`src/inc/xexec_pkg.sv`:
```
/*
  constants and types for the extended-instruction execution subset.
  assumes nothing beyond a systemverilog compiler.
*/
`default_nettype none
package xexec_pkg;
  // operation select codes
  typedef enum logic [3:0] {
    OP_NONE = 4'h0,
    OP_SUB_TO_MEM = 4'h1,
    OP_NIB_EXCH_MEM = 4'h2,
    OP_NIB_EXCH_ACC = 4'h3,
    OP_SKIP_BYTE_NULL = 4'h4,
    OP_COPY_SKIP_NULL = 4'h5,
    OP_SKIP_BIT_NULL = 4'h6,
    OP_PAGED_TBL = 4'h7,
    OP_LAST_PAGE_TBL = 4'h8,
    OP_PREINC_PAGED_TBL = 4'h9,
    OP_PREINC_LAST_TBL = 4'ha,
    OP_EXOR_ACC = 4'hb,
    OP_EXOR_MEM = 4'hc
  } op_t;
  // sequencer states
  typedef enum logic [1:0] {
    ST_IDLE = 2'b00,
    ST_FETCH = 2'b01,
    ST_DUMMY = 2'b10
  } state_t;
  // status flag positions in the flag word
  localparam int FLAG_NULL = 0;
  localparam int FLAG_BORROW = 1;
  localparam int FLAG_HALF = 2;
  localparam int FLAG_WRAP = 3;
  localparam int FLAG_SBORROW = 4;
  localparam int FLAG_CNULL = 5;
  localparam int FLAG_W = 6;
  // program memory address width
  localparam int PADDR_W = 16;
  // reset values
  localparam logic [7:0] ACC_RST = 8'h00;
  localparam logic [5:0] FLAGS_RST = 6'h00;
  localparam logic [7:0] PTR_RST = 8'h00;
  // final program page
  localparam logic [7:0] LAST_PAGE = 8'hff;
  // cycles of a taken skip
  localparam int SKIP_CYCLES = 3;
endpackage
`default_nettype wire

```
`src/xexec_alu.sv`:
```
/*
  combinational datapath for the execution subset.
  assumes operands are stable while op is presented.
*/
`timescale 1ns/100ps
`default_nettype none
module xexec_alu (
  input wire xexec_pkg::op_t op, // operation select
  input wire logic [7:0] acc, // accumulator value
  input wire logic [7:0] mem, // data-memory operand
  input wire logic [2:0] bit_sel, // bit index for bit test
  input wire logic [5:0] flags_in, // present flags
  output logic [7:0] res, // result byte
  output logic [5:0] flags_out, // next flags
  output logic skip // skip condition
);
  import xexec_pkg::*;

  logic [8:0] diff;
  logic [4:0] ldiff;

  // subtraction and logic results
  always_comb begin
    diff = {1'b0, acc} - {1'b0, mem};
    ldiff = {1'b0, acc[3:0]} - {1'b0, mem[3:0]};
    res = mem;
    flags_out = flags_in;
    skip = 1'b0;
    case (op)
      OP_SUB_TO_MEM: begin
        res = diff[7:0]; // [RULE1]
        flags_out[FLAG_BORROW] = ~diff[8]; // [RULE1]
        flags_out[FLAG_HALF] = ~ldiff[4];
        flags_out[FLAG_WRAP] = (acc[7] ^ mem[7]) & (acc[7] ^ diff[7]);
        flags_out[FLAG_NULL] = (diff[7:0] == 8'h00);
        flags_out[FLAG_SBORROW] = diff[7] ^ flags_out[FLAG_WRAP];
        flags_out[FLAG_CNULL] = (diff[7:0] == 8'h00);
      end
      OP_NIB_EXCH_MEM, OP_NIB_EXCH_ACC: begin
        res = {mem[3:0], mem[7:4]}; // [RULE2] [RULE3]
      end
      OP_SKIP_BYTE_NULL: skip = (mem == 8'h00); // [RULE4]
      OP_COPY_SKIP_NULL: skip = (mem == 8'h00); // [RULE6]
      OP_SKIP_BIT_NULL: skip = ~mem[bit_sel]; // [RULE7]
      OP_EXOR_ACC, OP_EXOR_MEM: begin
        res = acc ^ mem; // [RULE12] [RULE13]
        flags_out[FLAG_NULL] = ((acc ^ mem) == 8'h00);
      end
      default: res = mem;
    endcase
  end
endmodule // xexec_alu
`default_nettype wire

```
`src/xexec_core.sv`:
```
/*
  execution of the extended subset: subtract, swap, skip tests,
  table reads and exclusive-or. assumes data and program memory
  answer combinationally in the cycle their address is presented.
*/
// What this block does
// RULE1: acc minus mem to memory; borrow clear when negative; six flags.
// RULE2: nibble exchange in memory swaps byte halves in place, flags kept.
// RULE3: nibble exchange to acc loads swapped byte; memory, flags kept.
// RULE4: byte zero test writes the byte back and skips if it is zero.
// RULE5: a taken skip adds a fetch and a dummy cycle, three cycles in all.
// RULE6: copy-and-test loads acc with the byte, skips if zero, flags kept.
// RULE7: bit zero test skips if the chosen bit is zero, nothing else changes.
// RULE8: paged read at page:low pointer; low byte to memory, high to latch.
// RULE9: last-page read at final page:low pointer, same destinations.
// RULE10: pre-increment paged read bumps the low pointer, then reads.
// RULE11: pre-increment last-page read bumps the low pointer, then reads.
// RULE12: exclusive-or to acc stores acc xor mem in acc, null flag only.
// RULE13: exclusive-or to memory stores acc xor mem in memory, null flag only.
// RULE14: the pre-increment wraps in eight bits, no carry into the page.
`timescale 1ns/100ps
`default_nettype none
module xexec_core (
  input wire logic clk, // 125 mhz core clock
  input wire logic reset_n, // synchronous reset, active low
  input wire logic start, // one-cycle request with op
  input wire xexec_pkg::op_t op, // operation select
  input wire logic [7:0] mem_rdata, // data-memory operand
  input wire logic [2:0] bit_sel, // bit index
  input wire logic [7:0] table_page_pointer, // page pointer
  input wire logic [15:0] prog_rdata, // program word
  output logic [xexec_pkg::PADDR_W-1:0] prog_addr, // program address
  output logic mem_we, // data-memory write strobe
  output logic [7:0] mem_wdata, // data-memory write byte
  output logic [7:0] acc, // accumulator
  output logic [5:0] flags, // status flags
  output logic [7:0] table_low_pointer, // low pointer
  output logic [7:0] table_high_latch, // high byte latch
  output logic skip_taken, // pulse when skip is taken
  output logic busy // instruction in progress
);
  import xexec_pkg::*;

  typedef struct packed {
    state_t st;
    logic [7:0] acc;
    logic [5:0] flags;
    logic [7:0] tlp;
    logic [7:0] thl;
    logic [7:0] wdata;
    logic we;
    logic skipped;
  } core_t;

  core_t s_r, s_nxt;
  logic [7:0] alu_res;
  logic [5:0] alu_flags;
  logic alu_skip;

  xexec_alu u_alu (
    .op(op),
    .acc(s_r.acc),
    .mem(mem_rdata),
    .bit_sel(bit_sel),
    .flags_in(s_r.flags),
    .res(alu_res),
    .flags_out(alu_flags),
    .skip(alu_skip)
  );

  // table pointer as used by this cycle's fetch
  function automatic logic [7:0] next_low(input op_t o, input logic [7:0] p);
    if (o == OP_PREINC_PAGED_TBL || o == OP_PREINC_LAST_TBL) begin
      next_low = p + 8'h01; // [RULE10] [RULE11] [RULE14]
    end else begin
      next_low = p;
    end
  endfunction

  logic [7:0] low_now;

  // program address: page or last page over the low pointer
  always_comb begin
    low_now = next_low(op, s_r.tlp);
    if (op == OP_LAST_PAGE_TBL || op == OP_PREINC_LAST_TBL) begin
      prog_addr = {LAST_PAGE, low_now}; // [RULE9] [RULE11]
    end else begin
      prog_addr = {table_page_pointer, low_now}; // [RULE8] [RULE10]
    end
  end

  // instruction sequencing and state update
  always_comb begin
    s_nxt = s_r;
    s_nxt.we = 1'b0;
    s_nxt.skipped = 1'b0;
    case (s_r.st)
      ST_IDLE: begin
        if (start) begin
          s_nxt.flags = alu_flags; // [RULE1] [RULE12] [RULE13]
          case (op)
            OP_SUB_TO_MEM, OP_NIB_EXCH_MEM, OP_EXOR_MEM: begin
              s_nxt.we = 1'b1; // [RULE1] [RULE2] [RULE13]
              s_nxt.wdata = alu_res;
            end
            OP_NIB_EXCH_ACC, OP_EXOR_ACC: s_nxt.acc = alu_res; // [RULE3]
            OP_SKIP_BYTE_NULL: begin
              s_nxt.we = 1'b1; // [RULE4]
              s_nxt.wdata = mem_rdata;
            end
            OP_COPY_SKIP_NULL: s_nxt.acc = mem_rdata; // [RULE6]
            OP_PAGED_TBL, OP_LAST_PAGE_TBL, OP_PREINC_PAGED_TBL,
            OP_PREINC_LAST_TBL: begin
              s_nxt.tlp = low_now; // [RULE14]
              s_nxt.we = 1'b1; // [RULE8] [RULE9]
              s_nxt.wdata = prog_rdata[7:0];
              s_nxt.thl = prog_rdata[15:8];
            end
            default: s_nxt.we = 1'b0;
          endcase
          if (alu_skip) begin
            s_nxt.st = ST_FETCH; // [RULE5]
            s_nxt.skipped = 1'b1;
          end
        end
      end
      ST_FETCH: s_nxt.st = ST_DUMMY; // [RULE5]
      ST_DUMMY: s_nxt.st = ST_IDLE;
      default: s_nxt.st = ST_IDLE;
    endcase
  end

  // state register
  always_ff @(posedge clk) begin
    if (!reset_n) begin
      s_r <= '{st: ST_IDLE, acc: ACC_RST, flags: FLAGS_RST, tlp: PTR_RST,
               thl: PTR_RST, wdata: 8'h00, we: 1'b0, skipped: 1'b0};
    end else begin
      s_r <= s_nxt;
    end
  end

  assign acc = s_r.acc;
  assign flags = s_r.flags;
  assign table_low_pointer = s_r.tlp;
  assign table_high_latch = s_r.thl;
  assign mem_we = s_r.we;
  assign mem_wdata = s_r.wdata;
  assign skip_taken = s_r.skipped;
  assign busy = (s_r.st != ST_IDLE);

  // taken skip keeps the block busy for two further cycles
  skip_len_a: assert property ( // [RULE5]
    @(posedge clk) disable iff (!reset_n)
    skip_taken |-> busy ##1 busy ##1 !busy)
    else $error("skip did not last three cycles");
  // subtract writes the difference
  sub_write_a: assert property ( // [RULE1]
    @(posedge clk) disable iff (!reset_n)
    (start && !busy && op == OP_SUB_TO_MEM) |=> 
      (mem_we && mem_wdata == $past(acc) - $past(mem_rdata)))
    else $error("subtract result wrong");
  // swap in memory leaves flags
  swap_mem_a: assert property ( // [RULE2]
    @(posedge clk) disable iff (!reset_n)
    (start && !busy && op == OP_NIB_EXCH_MEM) |=>
      (mem_we && mem_wdata == {$past(mem_rdata[3:0]), $past(mem_rdata[7:4])}
       && $stable(flags)))
    else $error("nibble exchange wrong");
  // swap to acc
  swap_acc_a: assert property ( // [RULE3]
    @(posedge clk) disable iff (!reset_n)
    (start && !busy && op == OP_NIB_EXCH_ACC) |=>
      (acc == {$past(mem_rdata[3:0]), $past(mem_rdata[7:4])} && !mem_we))
    else $error("swap to acc wrong");
  // zero byte skips
  byte_skip_a: assert property ( // [RULE4]
    @(posedge clk) disable iff (!reset_n)
    (start && !busy && op == OP_SKIP_BYTE_NULL) |=>
      (skip_taken == ($past(mem_rdata) == 8'h00)))
    else $error("byte zero skip wrong");
  // byte zero test writes the byte back and keeps flags
  byte_wback_a: assert property ( // [RULE4]
    @(posedge clk) disable iff (!reset_n)
    (start && !busy && op == OP_SKIP_BYTE_NULL) |=>
      (mem_we && mem_wdata == $past(mem_rdata) && $stable(flags)))
    else $error("byte zero write-back wrong");
  // copy and test
  copy_skip_a: assert property ( // [RULE6]
    @(posedge clk) disable iff (!reset_n)
    (start && !busy && op == OP_COPY_SKIP_NULL) |=>
      (acc == $past(mem_rdata) && $stable(flags)))
    else $error("copy and test wrong");
  // bit test
  bit_skip_a: assert property ( // [RULE7]
    @(posedge clk) disable iff (!reset_n)
    (start && !busy && op == OP_SKIP_BIT_NULL) |=>
      (skip_taken == !$past(mem_rdata[bit_sel]) && !mem_we))
    else $error("bit zero skip wrong");
  // table read latches
  tbl_latch_a: assert property ( // [RULE8]
    @(posedge clk) disable iff (!reset_n)
    (start && !busy && op == OP_PAGED_TBL) |=>
      (table_high_latch == $past(prog_rdata[15:8])
       && mem_wdata == $past(prog_rdata[7:0])))
    else $error("table read wrong");
  // last-page read addresses the final page
  last_addr_a: assert property ( // [RULE9]
    @(posedge clk) disable iff (!reset_n)
    (op == OP_LAST_PAGE_TBL) |->
      (prog_addr == {LAST_PAGE, table_low_pointer}))
    else $error("last page address wrong");
  // pre-increment paged read uses the bumped pointer
  pre_paged_a: assert property ( // [RULE10]
    @(posedge clk) disable iff (!reset_n)
    (op == OP_PREINC_PAGED_TBL) |->
      (prog_addr == {table_page_pointer, table_low_pointer + 8'h01}))
    else $error("pre-increment paged address wrong");
  // pre-increment last-page read uses the bumped pointer
  pre_last_a: assert property ( // [RULE11]
    @(posedge clk) disable iff (!reset_n)
    (op == OP_PREINC_LAST_TBL) |->
      (prog_addr == {LAST_PAGE, table_low_pointer + 8'h01}))
    else $error("pre-increment last page address wrong");
  // pre-increment wraps alone
  preinc_wrap_a: assert property ( // [RULE14]
    @(posedge clk) disable iff (!reset_n)
    (start && !busy && op == OP_PREINC_LAST_TBL) |=>
      (table_low_pointer == $past(table_low_pointer) + 8'h01))
    else $error("pointer increment wrong");
  // xor to acc
  exor_acc_a: assert property ( // [RULE12]
    @(posedge clk) disable iff (!reset_n)
    (start && !busy && op == OP_EXOR_ACC) |=>
      (acc == ($past(acc) ^ $past(mem_rdata))
       && flags[FLAG_NULL] == (acc == 8'h00)))
    else $error("xor to acc wrong");
  // xor to memory
  exor_mem_a: assert property ( // [RULE13]
    @(posedge clk) disable iff (!reset_n)
    (start && !busy && op == OP_EXOR_MEM) |=>
      (mem_we && mem_wdata == ($past(acc) ^ $past(mem_rdata))
       && flags[FLAG_NULL] == (mem_wdata == 8'h00)))
    else $error("xor to memory wrong");
endmodule // xexec_core
`default_nettype wire

```
`config.mk`:
```
export PLATFORM = sky130hd
export DESIGN_NAME = xexec_core
export DESIGN_NICKNAME = d
export VERILOG_FILES = /design/src/inc/xexec_pkg.sv /design/src/xexec_alu.sv /design/src/xexec_core.sv
export SDC_FILE = /design/constraint.sdc
export NUM_CORES = 1
export LEC_CHECK = 0
export BUFFER_PORTS_ARGS = -buffer_cell sky130_fd_sc_hd__buf_2
export CORE_MARGIN = 2
export CORE_UTILIZATION = 40
export DETAILED_ROUTE_END_ITERATION = 12
export PLACE_DENSITY = 0.66
export SKIP_LAST_GASP = 1
export SLEW_MARGIN = 10
export SYNTH_ARGS = -nofsm -noshare
export SYNTH_HDL_FRONTEND = slang
export SYNTH_SLANG_ARGS = --single-unit
```
`constraint.sdc`:
```
create_clock -name clk -period 6 [get_ports clk]
set_input_delay 0.3 -clock clk [delete_from_list [all_inputs] [get_ports clk]]
set_output_delay 0.3 -clock clk [all_outputs]
set_load 0.02 [all_outputs]
```
Word level (Yosys, flattened, before mapping):

Cells that the tools add are included.

* multiplexer cells: 16
* bitwise operators: 8
* reductions and logical operators: 24
* $add $sub $neg: 3
* equality and inequality tests: 15
* order comparisons: 1

Operator list (count)
* one-hot mux 8 bit (3 select lines): 2
* 2-to-1 mux 42 bit: 1
* 2-to-1 mux 16 bit: 2
* zero test 8 bit: 3
* equality test 4 bit (second input constant): 5
* AND reduction 3 bit: 6
* equality test 4 x 3 -> 1 bit (second input constant): 4
* one-hot mux 8 bit (2 select lines): 1
* subtractor 8 x 8 -> 9 bit: 1
* adder 8 x 1 -> 8 bit (second input constant): 1
* equality test 4 x 2 -> 1 bit (second input constant): 2
* 2-to-1 mux 8 bit: 1
* OR reduction 2 bit: 4
* OR reduction 8 bit: 1
* bitwise XOR 8 bit: 1
* nonzero test 2 bit: 3
* 2-to-1 mux 5 bit: 1
* subtractor 4 x 4 -> 5 bit: 1
* equality test 4 x 1 -> 1 bit (second input constant): 1
* < comparator 3 x 4 -> 1 bit (second input constant): 1
* != test 2 bit (second input constant): 2
* one-hot mux 1 bit (2 select lines): 2
* one-hot mux 2 bit (2 select lines): 1
* OR reduction 4 bit: 1
* 12 further kinds: 19

* input port bits: 42
* output and inout bits: 57
* bits in registers: 42
* word-level logic and storage cells: 76

Logic depth before layout (Yosys ltp):

Gate-level depths: netlist of the first run.

* depth in word-level cells: 7
* mapped depth: 13
* depth with buffers taken out: 12

Modules after synthesis:

From an unflattened synthesis of the first run, not the netlist that was laid out.

* cell total of the unflattened synthesis: 403
* area total of the unflattened synthesis: 3303.2 µm²

By module, submodules not included
* xexec_core: area an instance 2404.8 µm², instances 1, cells an instance 275, seq. area each 840.8 µm²
* xexec_alu: area an instance 898.4 µm², instances 1, cells an instance 128, seq. area each 0.0 µm²

Least setup slack after synthesis of the first run:

OpenSTA, ideal clock, no wires.

* kind: input-to-reg
* start point: in mem_rdata[3]
* end point: reg s_r (netlist bit flags[0])
* arrival time: 2805 ps
* setup time: 87 ps
* buffers on the path: 1
* slack: 3108 ps
* data required time: 5913 ps
* stages: 12
* cell sequence: inv_1 ha_1 clkbuf_1 a21o_1 a21oi_1 a21boi_0 o21a_1 nor2_1 fa_1 nand3_1 or4_1 o31ai_1

* word-level cells in the longest chain between the ends: 3
* elaborated cells on any way between the ends: 5
* classes of those cells: 1 x add/sub; 1 x mux; 1 x bitwise; 2 x reduce/logical

Ends and longest elaborated chain
* from (decl): line xexec_core.sv:28 `input wire logic [7:0] mem_rdata,`
* subtractor 8 x 8 -> 9 bit / bitwise XOR 8 bit (equally long branches): line xexec_alu.sv:24, xexec_alu.sv:47
* zero test 8 bit (on tied branches): line xexec_alu.sv:35, xexec_alu.sv:47
* one-hot mux 1 bit (2 select lines) (*): line xexec_alu.sv:29 `case (op)`
* to (signal assigned): line xexec_core.sv:136 `s_r <= '{st: ST_IDLE, acc: ACC_RST, flags: FLAGS_RST, tlp: PTR_RST,`
* to (signal assigned): line xexec_core.sv:139 `s_r <= s_nxt;`
* to (decl): line xexec_core.sv:55 `core_t s_r, s_nxt;`

Mark *: on every way between the ends. The rest lies on a longest branch, timed or not.
A chain may end at the register's enable or synchronous reset.

Final worst setup path of the first run:

* start point: reg s_r (netlist bit acc[3])
* end point: reg s_r (netlist bit flags[5])

* word-level cells in the longest chain between the ends: 2

Ends and longest elaborated chain
* subtractor 8 x 8 -> 9 bit: line xexec_alu.sv:24 `diff = {1'b0, acc} - {1'b0, mem};`
* zero test 8 bit: line xexec_alu.sv:37 `flags_out[FLAG_CNULL] = (diff[7:0] == 8'h00);`

No other way between the ends.

==> results of run 1 <==
[sequential cells by signal (all words and copies together) (netlist names)]
| register | count |
|---|---|
| mem_we | 1 |
| s_r | 2 |
| table_high_latch | 8 |
| flags | 6 |
| mem_wdata | 8 |
| skip_taken | 1 |
| acc | 8 |
| table_low_pointer | 8 |
[per-stage QoR]
stage	area [um2]	hold WS, ns	total power, mW
after floorplan	3280	0.414	0.441
after global placement	3550	0.439	0.493
after detailed placement	3550	0.445	0.493
after CTS	3680	0.229	0.770
after global routing	3680	0.227	0.802
final	3680	0.235	0.768
[where the power goes]
group / leakage, nW / internal [mW] / switching [mW]
Clock: 0.0683 / 0.167 / 0.111
Combinational: 1.24 / 0.0699 / 0.122
Sequential: 0.342 / 0.290 / 0.00709
[logic make-up (layout without fill, tap and decap cells)]
kind of cell / after synthesis / count (layout) / synth area share
multiplexers: 4 / 4 / 0.0206
buffers and inverters: 77 / 125 / 0.136
AO/OA/AOI/OAI: 121 / 121 / 0.254
AND/OR/NAND/NOR: 148 / 148 / 0.240
flip-flops: 42 / 42 / 0.256
adder cells (fa/ha/maj): 12 / 12 / 0.0503
XOR/XNOR: 16 / 16 / 0.0427
[final cells by class]
cell class                      count  area [um2]  share of cell area
Clock buffer                        5        68.8              0.0187
Clock inverter                      3        68.8              0.0187
Inverter                           16        60.1              0.0163
Multi-Input combinational cell    301        2000               0.543
Sequential cell                    42         841               0.228
Tap cell                          105         131              0.0357
Timing Repair Buffer              101         513               0.139
[Yosys cell counts, types with 4 or more instances]
library cell  instances  share of area
nand2_1              46          0.053
dfxtp_1              42           0.26
buf_4                38          0.087
nor2_1               28          0.032
a21oi_1              25          0.038
o21ai_0              17          0.026
inv_1                15          0.017
buf_2                13          0.020
clkbuf_1             10          0.011
ha_1                 10          0.038
or2_2                 9          0.017
nand3_1               8          0.012
o211ai_1              8          0.018
xnor2_1               8          0.021
xor2_1                8          0.021
a22oi_1               7          0.016
o22ai_1               7          0.013
a31oi_1               6          0.011
nor3_1                6         0.0091
and2_1                5         0.0095
nand2b_1              5         0.0095
nor2b_1               5         0.0095
a32oi_1               4          0.011
nand4_1               4         0.0076
nor4_1                4         0.0076
o211a_1               4          0.012
o21ai_1               4         0.0061
[placed cells by master (no fill, tap or decap), drive strengths merged, types with 4 or more instances in the layout]
master,n
nand4,4
nor4,4
dfxtp,42
o22ai,8
nor3,7
nand3,9
nor2b,5
o211ai,8
nand2b,5
xor2,8
inv,15
o21ai,21
a32oi,4
a22oi,7
buf,101
nand2,46
a31oi,6
a21oi,25
or2,12
clkbuf,5
nor2,28
o211a,4
and2,6
xnor2,8
ha,10
[routing by layer]
layer  part of all wire  wire length, um  vias up  global-route usage
met5                  0                0        -                   0
met4              0.014              144        0              0.0483
met3              0.066              666       13              0.0383
met2               0.48             4860      126               0.396
met1               0.44             4460     1570               0.291
li1                   -                -     1583                   -
[tightest hold or removal path: cells and delay by family]
family	cells	cell delay [ns]
buf+inv	1	0.10
simple gates	1	0.04
compound gates	1	0.05
[worst max-delay path by stage]
| stage | startpoint | slack, ns | cells after the start | to |
|---|---|---|---|---|
| after floorplan | mem_rdata[3] | 3.11 | 12 | flags[0]$_SDFFE_PN0P_ |
| after global placement | mem_rdata[3] | 2.79 | 11 | flags[5]$_SDFFE_PN0P_ |
| after detailed placement | mem_rdata[3] | 2.75 | 11 | flags[5]$_SDFFE_PN0P_ |
| after CTS | acc[4]$_SDFFE_PN0P_ | 2.92 | 9 | flags[5]$_SDFFE_PN0P_ |
| after global routing | acc[3]$_SDFFE_PN0P_ | 2.72 | 9 | flags[5]$_SDFFE_PN0P_ |
| final | acc[3]$_SDFFE_PN0P_ | 2.89 | 9 | flags[5]$_SDFFE_PN0P_ |
==> key figures, run 1 <==
Worst setup path
  • Crit end category: flop
  • Crit path DAT: 3.34 ns
  • WP data required: 6.22 ns
  • Top delay family on crit path: adder cells
  • Reg-to-reg endpoint: flags[5]$_SDFFE_PN0P_
  • Worst setup SP type: flop
  • WP buf/inv: 0
  • Worst-path cell chain: ha_1 -> o2111ai_1 -> a21boi_0 -> o21a_1 -> nor2_1 -> fa_1 -> nand3_1 -> or4_1 -> o31ai_1
  • Crit Path Max Fanout: 9
  • Slowest stage delay, CP: 0.55 ns
  • R2R depth: 9
  • Setup slack, reg-to-reg: between 2 and 3 ns
  • Setup CP Type: reg -> reg
  • Worst reg2reg path startpoint: acc[3]$_SDFFE_PN0P_
  • Slowest library cell on the worst path: fa_1

Global route
  • Global-route wire length before repair: approximately 16,000 um
  • Total grt overflow: 0
  • Initial antenna violation count: 0
  • Vias in the first global route: 2,989
  • GRT Total Usage: 0.226
  • Largest net degree at the start of global routing: 27

Cells and area
  • Diode count: 0
  • Share of layout cells above drive strength 1: 0.274
  • Non-filler cells, final: 573
  • Area grow syn2layout: 12.2%
  • Fin util: 0.455
  • Layout fillers: 850
  • Final #Nets: approximately 520

Hold path
  • Class of the worst hold path: in -> reg
  • Hold_sp: prog_rdata[12]
  • WHS Path Cells: 3
  • Hold Path Sink: table_high_latch[4]$_SDFFE_PN0P_

Timing
  • Slew margin rel.: 0.363
  • Post-route setup TNS: 0 ns
  • Setup ws final: ~2.9 ns
  • Clock skew: approximately 0.01 ns
  • Slew Limit Fails: 0
  • Fmax: roughly 320 MHz
  • Finish-stage setup viols: 0
  • Hold Fails Final Rpt: 0
  • Tightest Pin Transition: 0.955 ns
  • Period Utilization, post-route: 0.519
  • Final critical-path required period: 3.11 ns
  • RSZ-0062 raised after global routing: false

Synthesis
  • Number of flops mapped to enable cells by yosys: 0
  • YS warnings: 0
  • Syn Nets: 474
  • Cell count after synthesis: 420
  • Post-synthesis sequential area ratio: 0.256
  • Syn avg cell area: 7.82 um2
  • Post-synthesis cell type count: 70
  • Register bit total from synthesis: between 40 and 50
  • Mapped cell area: roughly 0.0033 mm2
  • Ys flop type: dfxtp_1
  • Ys async rst share: 0

Placed design
  • Post-DP HPWL: ~7600 um
  • Final GP Congestion: 0.938
  • # port buffers: 98
  • Cells after DPL: 565
  • Place WS: about 2.7 ns

Clock tree
  • CTS Sinks: 42
  • Root Buffer: clkbuf_8
  • CTS tree: yes
  • Post_cts resized: 0
  • TritonCTS Buffers: 5
  • Clock transition at path regs: 0.10 ns
  • CTS hold repair buffers: 0
  • CTS Buffer Depth: 2
  • H-tree depth: 2
  • Clk_lat worst skew: 0.30 ns
  • Post-CTS Setup Bufs: 0

Routing
  • Drt pass-1 iters: 4
  • Antenna Violating Nets Remaining: 0
  • DR WL/cell: 17.7 um
  • Total Wirelength: 10,100 um
  • Via density: 5.75
  • Via count: 3,292
  • DR iter-0 viols: 238
  • DR DRC count: 0

Floorplan
  • Ports: 99
  • Starting density of the core: 0.406
  • Die width: roughly 95 um
  • Die height: 94.6 um
  • Die area: 0.00895 mm2
  • FP Rows: 33
  • Core area: 0.00809 mm2

Power
  • Maximum VDD drop: approximately 110 uV
  • Power Density: 208 mW/mm2
  • Leakage power: 1.65 nW

Outcome
  • Status: finished clean

Run
  • Max Cap Viol: 0
(Power assumes the default switching activity.)
==> inputs of run 2 (changes only) <==
--- a/config.mk
+++ b/config.mk
@@ -5,11 +5,12 @@
 export SDC_FILE = /design/constraint.sdc
 export NUM_CORES = 1
 export LEC_CHECK = 0
+export ABC_AREA = 1
 export BUFFER_PORTS_ARGS = -buffer_cell sky130_fd_sc_hd__buf_2
 export CORE_MARGIN = 2
 export CORE_UTILIZATION = 40
 export DETAILED_ROUTE_END_ITERATION = 12
-export PLACE_DENSITY = 0.66
+export PLACE_DENSITY = 0.69
 export SKIP_LAST_GASP = 1
 export SLEW_MARGIN = 10
 export SYNTH_ARGS = -nofsm -noshare
==> constraint.sdc (replaced) <==
create_clock -name clk -period 2.6 [get_ports clk]
set_input_delay 0.13 -clock clk [delete_from_list [all_inputs] [get_ports clk]]
set_output_delay 0.13 -clock clk [all_outputs]
set_load 0.02 [all_outputs]
==> run 2 against run 1 <==
Synthesized cell count up 15%. First-iteration DRC count decreased by 19%. Total power rose by 110%. Design area down 1.1%. Critical path type unchanged. Core utilization increased by 2.1 points. Largest power group unchanged. Sequential share of layout area is 0.59 points higher.
==> key figures, run 2 <==
Routing
  • DR iter-0 viols: 192 (-19%)
  • Drt pass-1 iters: 5 (+1)
  • Total Wirelength: 8930 um (-12%)
  • DR DRC count: 0 (unchanged)
  • Via density: 4.94 (-14%)
  • Antenna Violating Nets Remaining: 0 (unchanged)
  • DR WL/cell: 13.7 um (-22%)
  • Via count: 3,209 (-2.5%)

Clock tree
  • H-tree depth: 2 (unchanged)
  • Clock transition at path regs: 0.09 ns (about the same)
  • TritonCTS Buffers: 5 (unchanged)
  • CTS Sinks: 42 (unchanged)
  • CTS tree: yes
  • Root Buffer: clkbuf_8
  • CTS Buffer Depth: 2 (unchanged)
  • CTS hold repair buffers: 0 (unchanged)
  • Clk_lat worst skew: 0.31 ns (about the same)

Worst setup path
  • Crit end category: flop
  • Crit Path Max Fanout: 4 (-5)
  • Setup slack, reg-to-reg: 0.14 ns (-2.74 ns)
  • Worst setup SP type: flop
  • Crit path DAT: 2.69 ns (-0.65 ns)
  • WP data required: 2.83 ns (-3.39 ns)
  • Setup CP Type: reg -> reg

Placed design
  • # port buffers: 98 (unchanged)
  • Cells after DPL: 636 (+13%)
  • Post-DP HPWL: 6950 um (-8.0%)
  • Final GP Congestion: 0.954 (+1.7%)
  • Place WS: 0.0749 ns (-2.67 ns)

Global route
  • GRT Total Usage: 0.211 (-0.0147)
  • Initial antenna violation count: 0 (unchanged)
  • GRT met2 Usage: 0.334 (-0.0620)
  • Total grt overflow: 0 (unchanged)
  • GRT busiest layer: met2
  • Largest net degree at the start of global routing: 24 (-11%)
  • Met1 track utilization from global routing: 0.290 (-0.000759)
  • Global-route wire length before repair: 14,300 um (-9.6%)
  • Routing usage on met3: 0.0378 (-0.000510)
  • Vias in the first global route: 2,970 (-0.64%)

Synthesis
  • Syn Nets: 535 (+13%)
  • Top cells by count, synth: 111 x nand2_1, 62 x inv_1, 55 x nor2_1
  • Ys async rst share: 0 (unchanged)
  • Number of flops mapped to enable cells by yosys: 0 (unchanged)
  • Post-synthesis sequential area ratio: 0.270 (+0.0140)
  • Ys flop type: dfxtp_1
  • Area fraction of the dominant cell type after synthesis: 0.270 (+0.0140)
  • Register bit total from synthesis: 42 (unchanged)
  • Cell count after synthesis: 481 (+15%)
  • YS warnings: 0 (unchanged)
  • Synth area leaders: dfxtp_1 27%, nand2_1 13%, buf_4 9.4%
  • Count leader, synth: nand2_1
  • Syn avg cell area: 6.47 um2 (-17%)
  • Post-synthesis cell type count: 34 (-51%)
  • Post-synth top area cell: dfxtp_1
  • Mapped cell area: 0.00311 mm2 (-5.2%)

Timing
  • Clock skew: 0.0101 ns (+0.000296 ns)
  • Worst hold slack: 0.0720 ns (-0.163 ns)
  • Fmax: 407 MHz (+27%)
  • Period Utilization, post-route: 0.945 (+0.426)
  • Setup ws final: 0.142 ns (-2.74 ns)
  • Finish-stage setup viols: 0 (unchanged)
  • Slew margin rel.: 0.599 (+0.236)
  • Final critical-path required period: 2.46 ns (-0.656 ns)
  • Tightest Pin Transition: 0.598 ns (-0.357 ns)
  • Slew Limit Fails: 0 (unchanged)
  • Hold Fails Final Rpt: 0 (unchanged)

Floorplan
  • Core area: 0.00765 mm2 (-5.5%)
  • Ports: 99 (unchanged)
  • Starting density of the core: 0.407 (+0.00139)
  • Die area: 0.00851 mm2 (-5.0%)
  • FP Rows: 32 (-3.0%)
  • Die width: 92.2 um (-2.5%)
  • Die height: 92.2 um (-2.5%)

Cells and area
  • Final #Nets: 601 (+15%)
  • Commonest cells after routing, fill and taps aside: 103 x nand2_1, 98 x buf_2, 62 x inv_1
  • Area grow syn2layout: 17.0%
  • Diode count: 0 (unchanged)
  • Commonest non-fill, non-tap cell in the layout: nand2_1
  • Non-filler cells, final: 650 (+13%)
  • Share of layout cells above drive strength 1: 0.283 (+0.00934)

Power
  • Part of the power in registers: 0.430 (+0.043)
  • Sw Ratio: 0.362 (+0.0487)
  • Clock Power Share: 0.279 (-0.083)
  • Int Pwr: 1.03 mW (+96%)
  • PnR Total Power: 1.62 mW (+110%)
  • Power Density: 444 mW/mm2 (+110%)
  • Comb power frac: 0.291 (+0.041)
  • Maximum VDD drop: 201 uV (+86%)
  • Switching pwr: 586 uW (+140%)
  • Leakage power: 1.93 nW (+17%)

Run
  • Max Cap Viol: 0 (unchanged)

Outcome
  • Status: finished clean

Hold path
  • Class of the worst hold path: in -> reg
## run 2: metrics by stage
| stage | TNS (ns) | area [um2] | util |
|---|---|---|---|
| finish | 0 | 3640 | 0.476 |
| global route | -0.00432 | 3640 | 0.476 |
| CTS | 0 | 3490 | 0.456 |
| detailed placement | 0 | 3390 | 0.444 |
| global placement | 0 | 3390 | 0.444 |
| floorplan | 0 | 3110 | - |
## run 2: path summary, 6_finish.rpt
path / endpoint / cells after the start / startpoint
hold reg to reg: s_r[41]$_SDFFE_PN0P_ / 1 / s_r[41]$_SDFFE_PN0P_
setup reg to reg: flags[0]$_SDFFE_PN0P_ / 15 / acc[3]$_SDFFE_PN0P_
setup / recovery: flags[0]$_SDFFE_PN0P_ / 15 / acc[3]$_SDFFE_PN0P_
hold / removal: table_high_latch[3]$_SDFFE_PN0P_ / 3 / prog_rdata[11]
## run 2: timing repair
action	CTS	global route
endpoints found under the setup margin	0	5
buffers inserted	0	6
resized for setup	0	28
## run 2: layout make-up
type                    count  area [um2]
fillers                   810        4000
multi-input cells         326        1770
flip-flops and latches     42         853
repair buffers            106         551
inverters                  66         248
well taps                 102         128
clock buffers               5        68.8
clock inverters             3        25.0
## run 2: worst max-delay path, stage by stage, from the launching register on
cell and delay (ns):
dfxtp_4 0.37, ha_4 0.28, nand2_2 0.07, nor2_4 0.10
nand2_2 0.07, nand3_2 0.07, nand2_2 0.07, nand2_2 0.07
a21oi_2 0.06, fa_1 0.59, nand3_2 0.07, nor2b_1 0.11
nand2_1 0.07, nor2_2 0.13, nand4_1 0.10, a21oi_1 0.16
## run 2: kinds of logic after synthesis
family,after synthesis,synth area share
simple gates,206,0.286
buf+inv,113,0.193
flops,42,0.270
fa+ha+maj,12,0.0530
compound gates,100,0.175
xor+xnor,8,0.0225
## run 2: power groups by stage
stage          clock network (mW)  registers [mW]  logic (mW)
5_1_grt                     0.501           0.699       0.519
6_report                    0.452           0.695       0.471
3_5_place_dp                    0           0.711       0.438
2_1_floorplan                   0           0.706       0.334
4_1_cts                     0.473           0.696       0.440
3_3_place_gp                    0           0.709       0.439
## run 2: routing by layer
layer,wire length [um],vias up
met1,4120,1429
met2,3970,143
met3,636,13
li1,-,1624
met4,206,0
met5,0,-
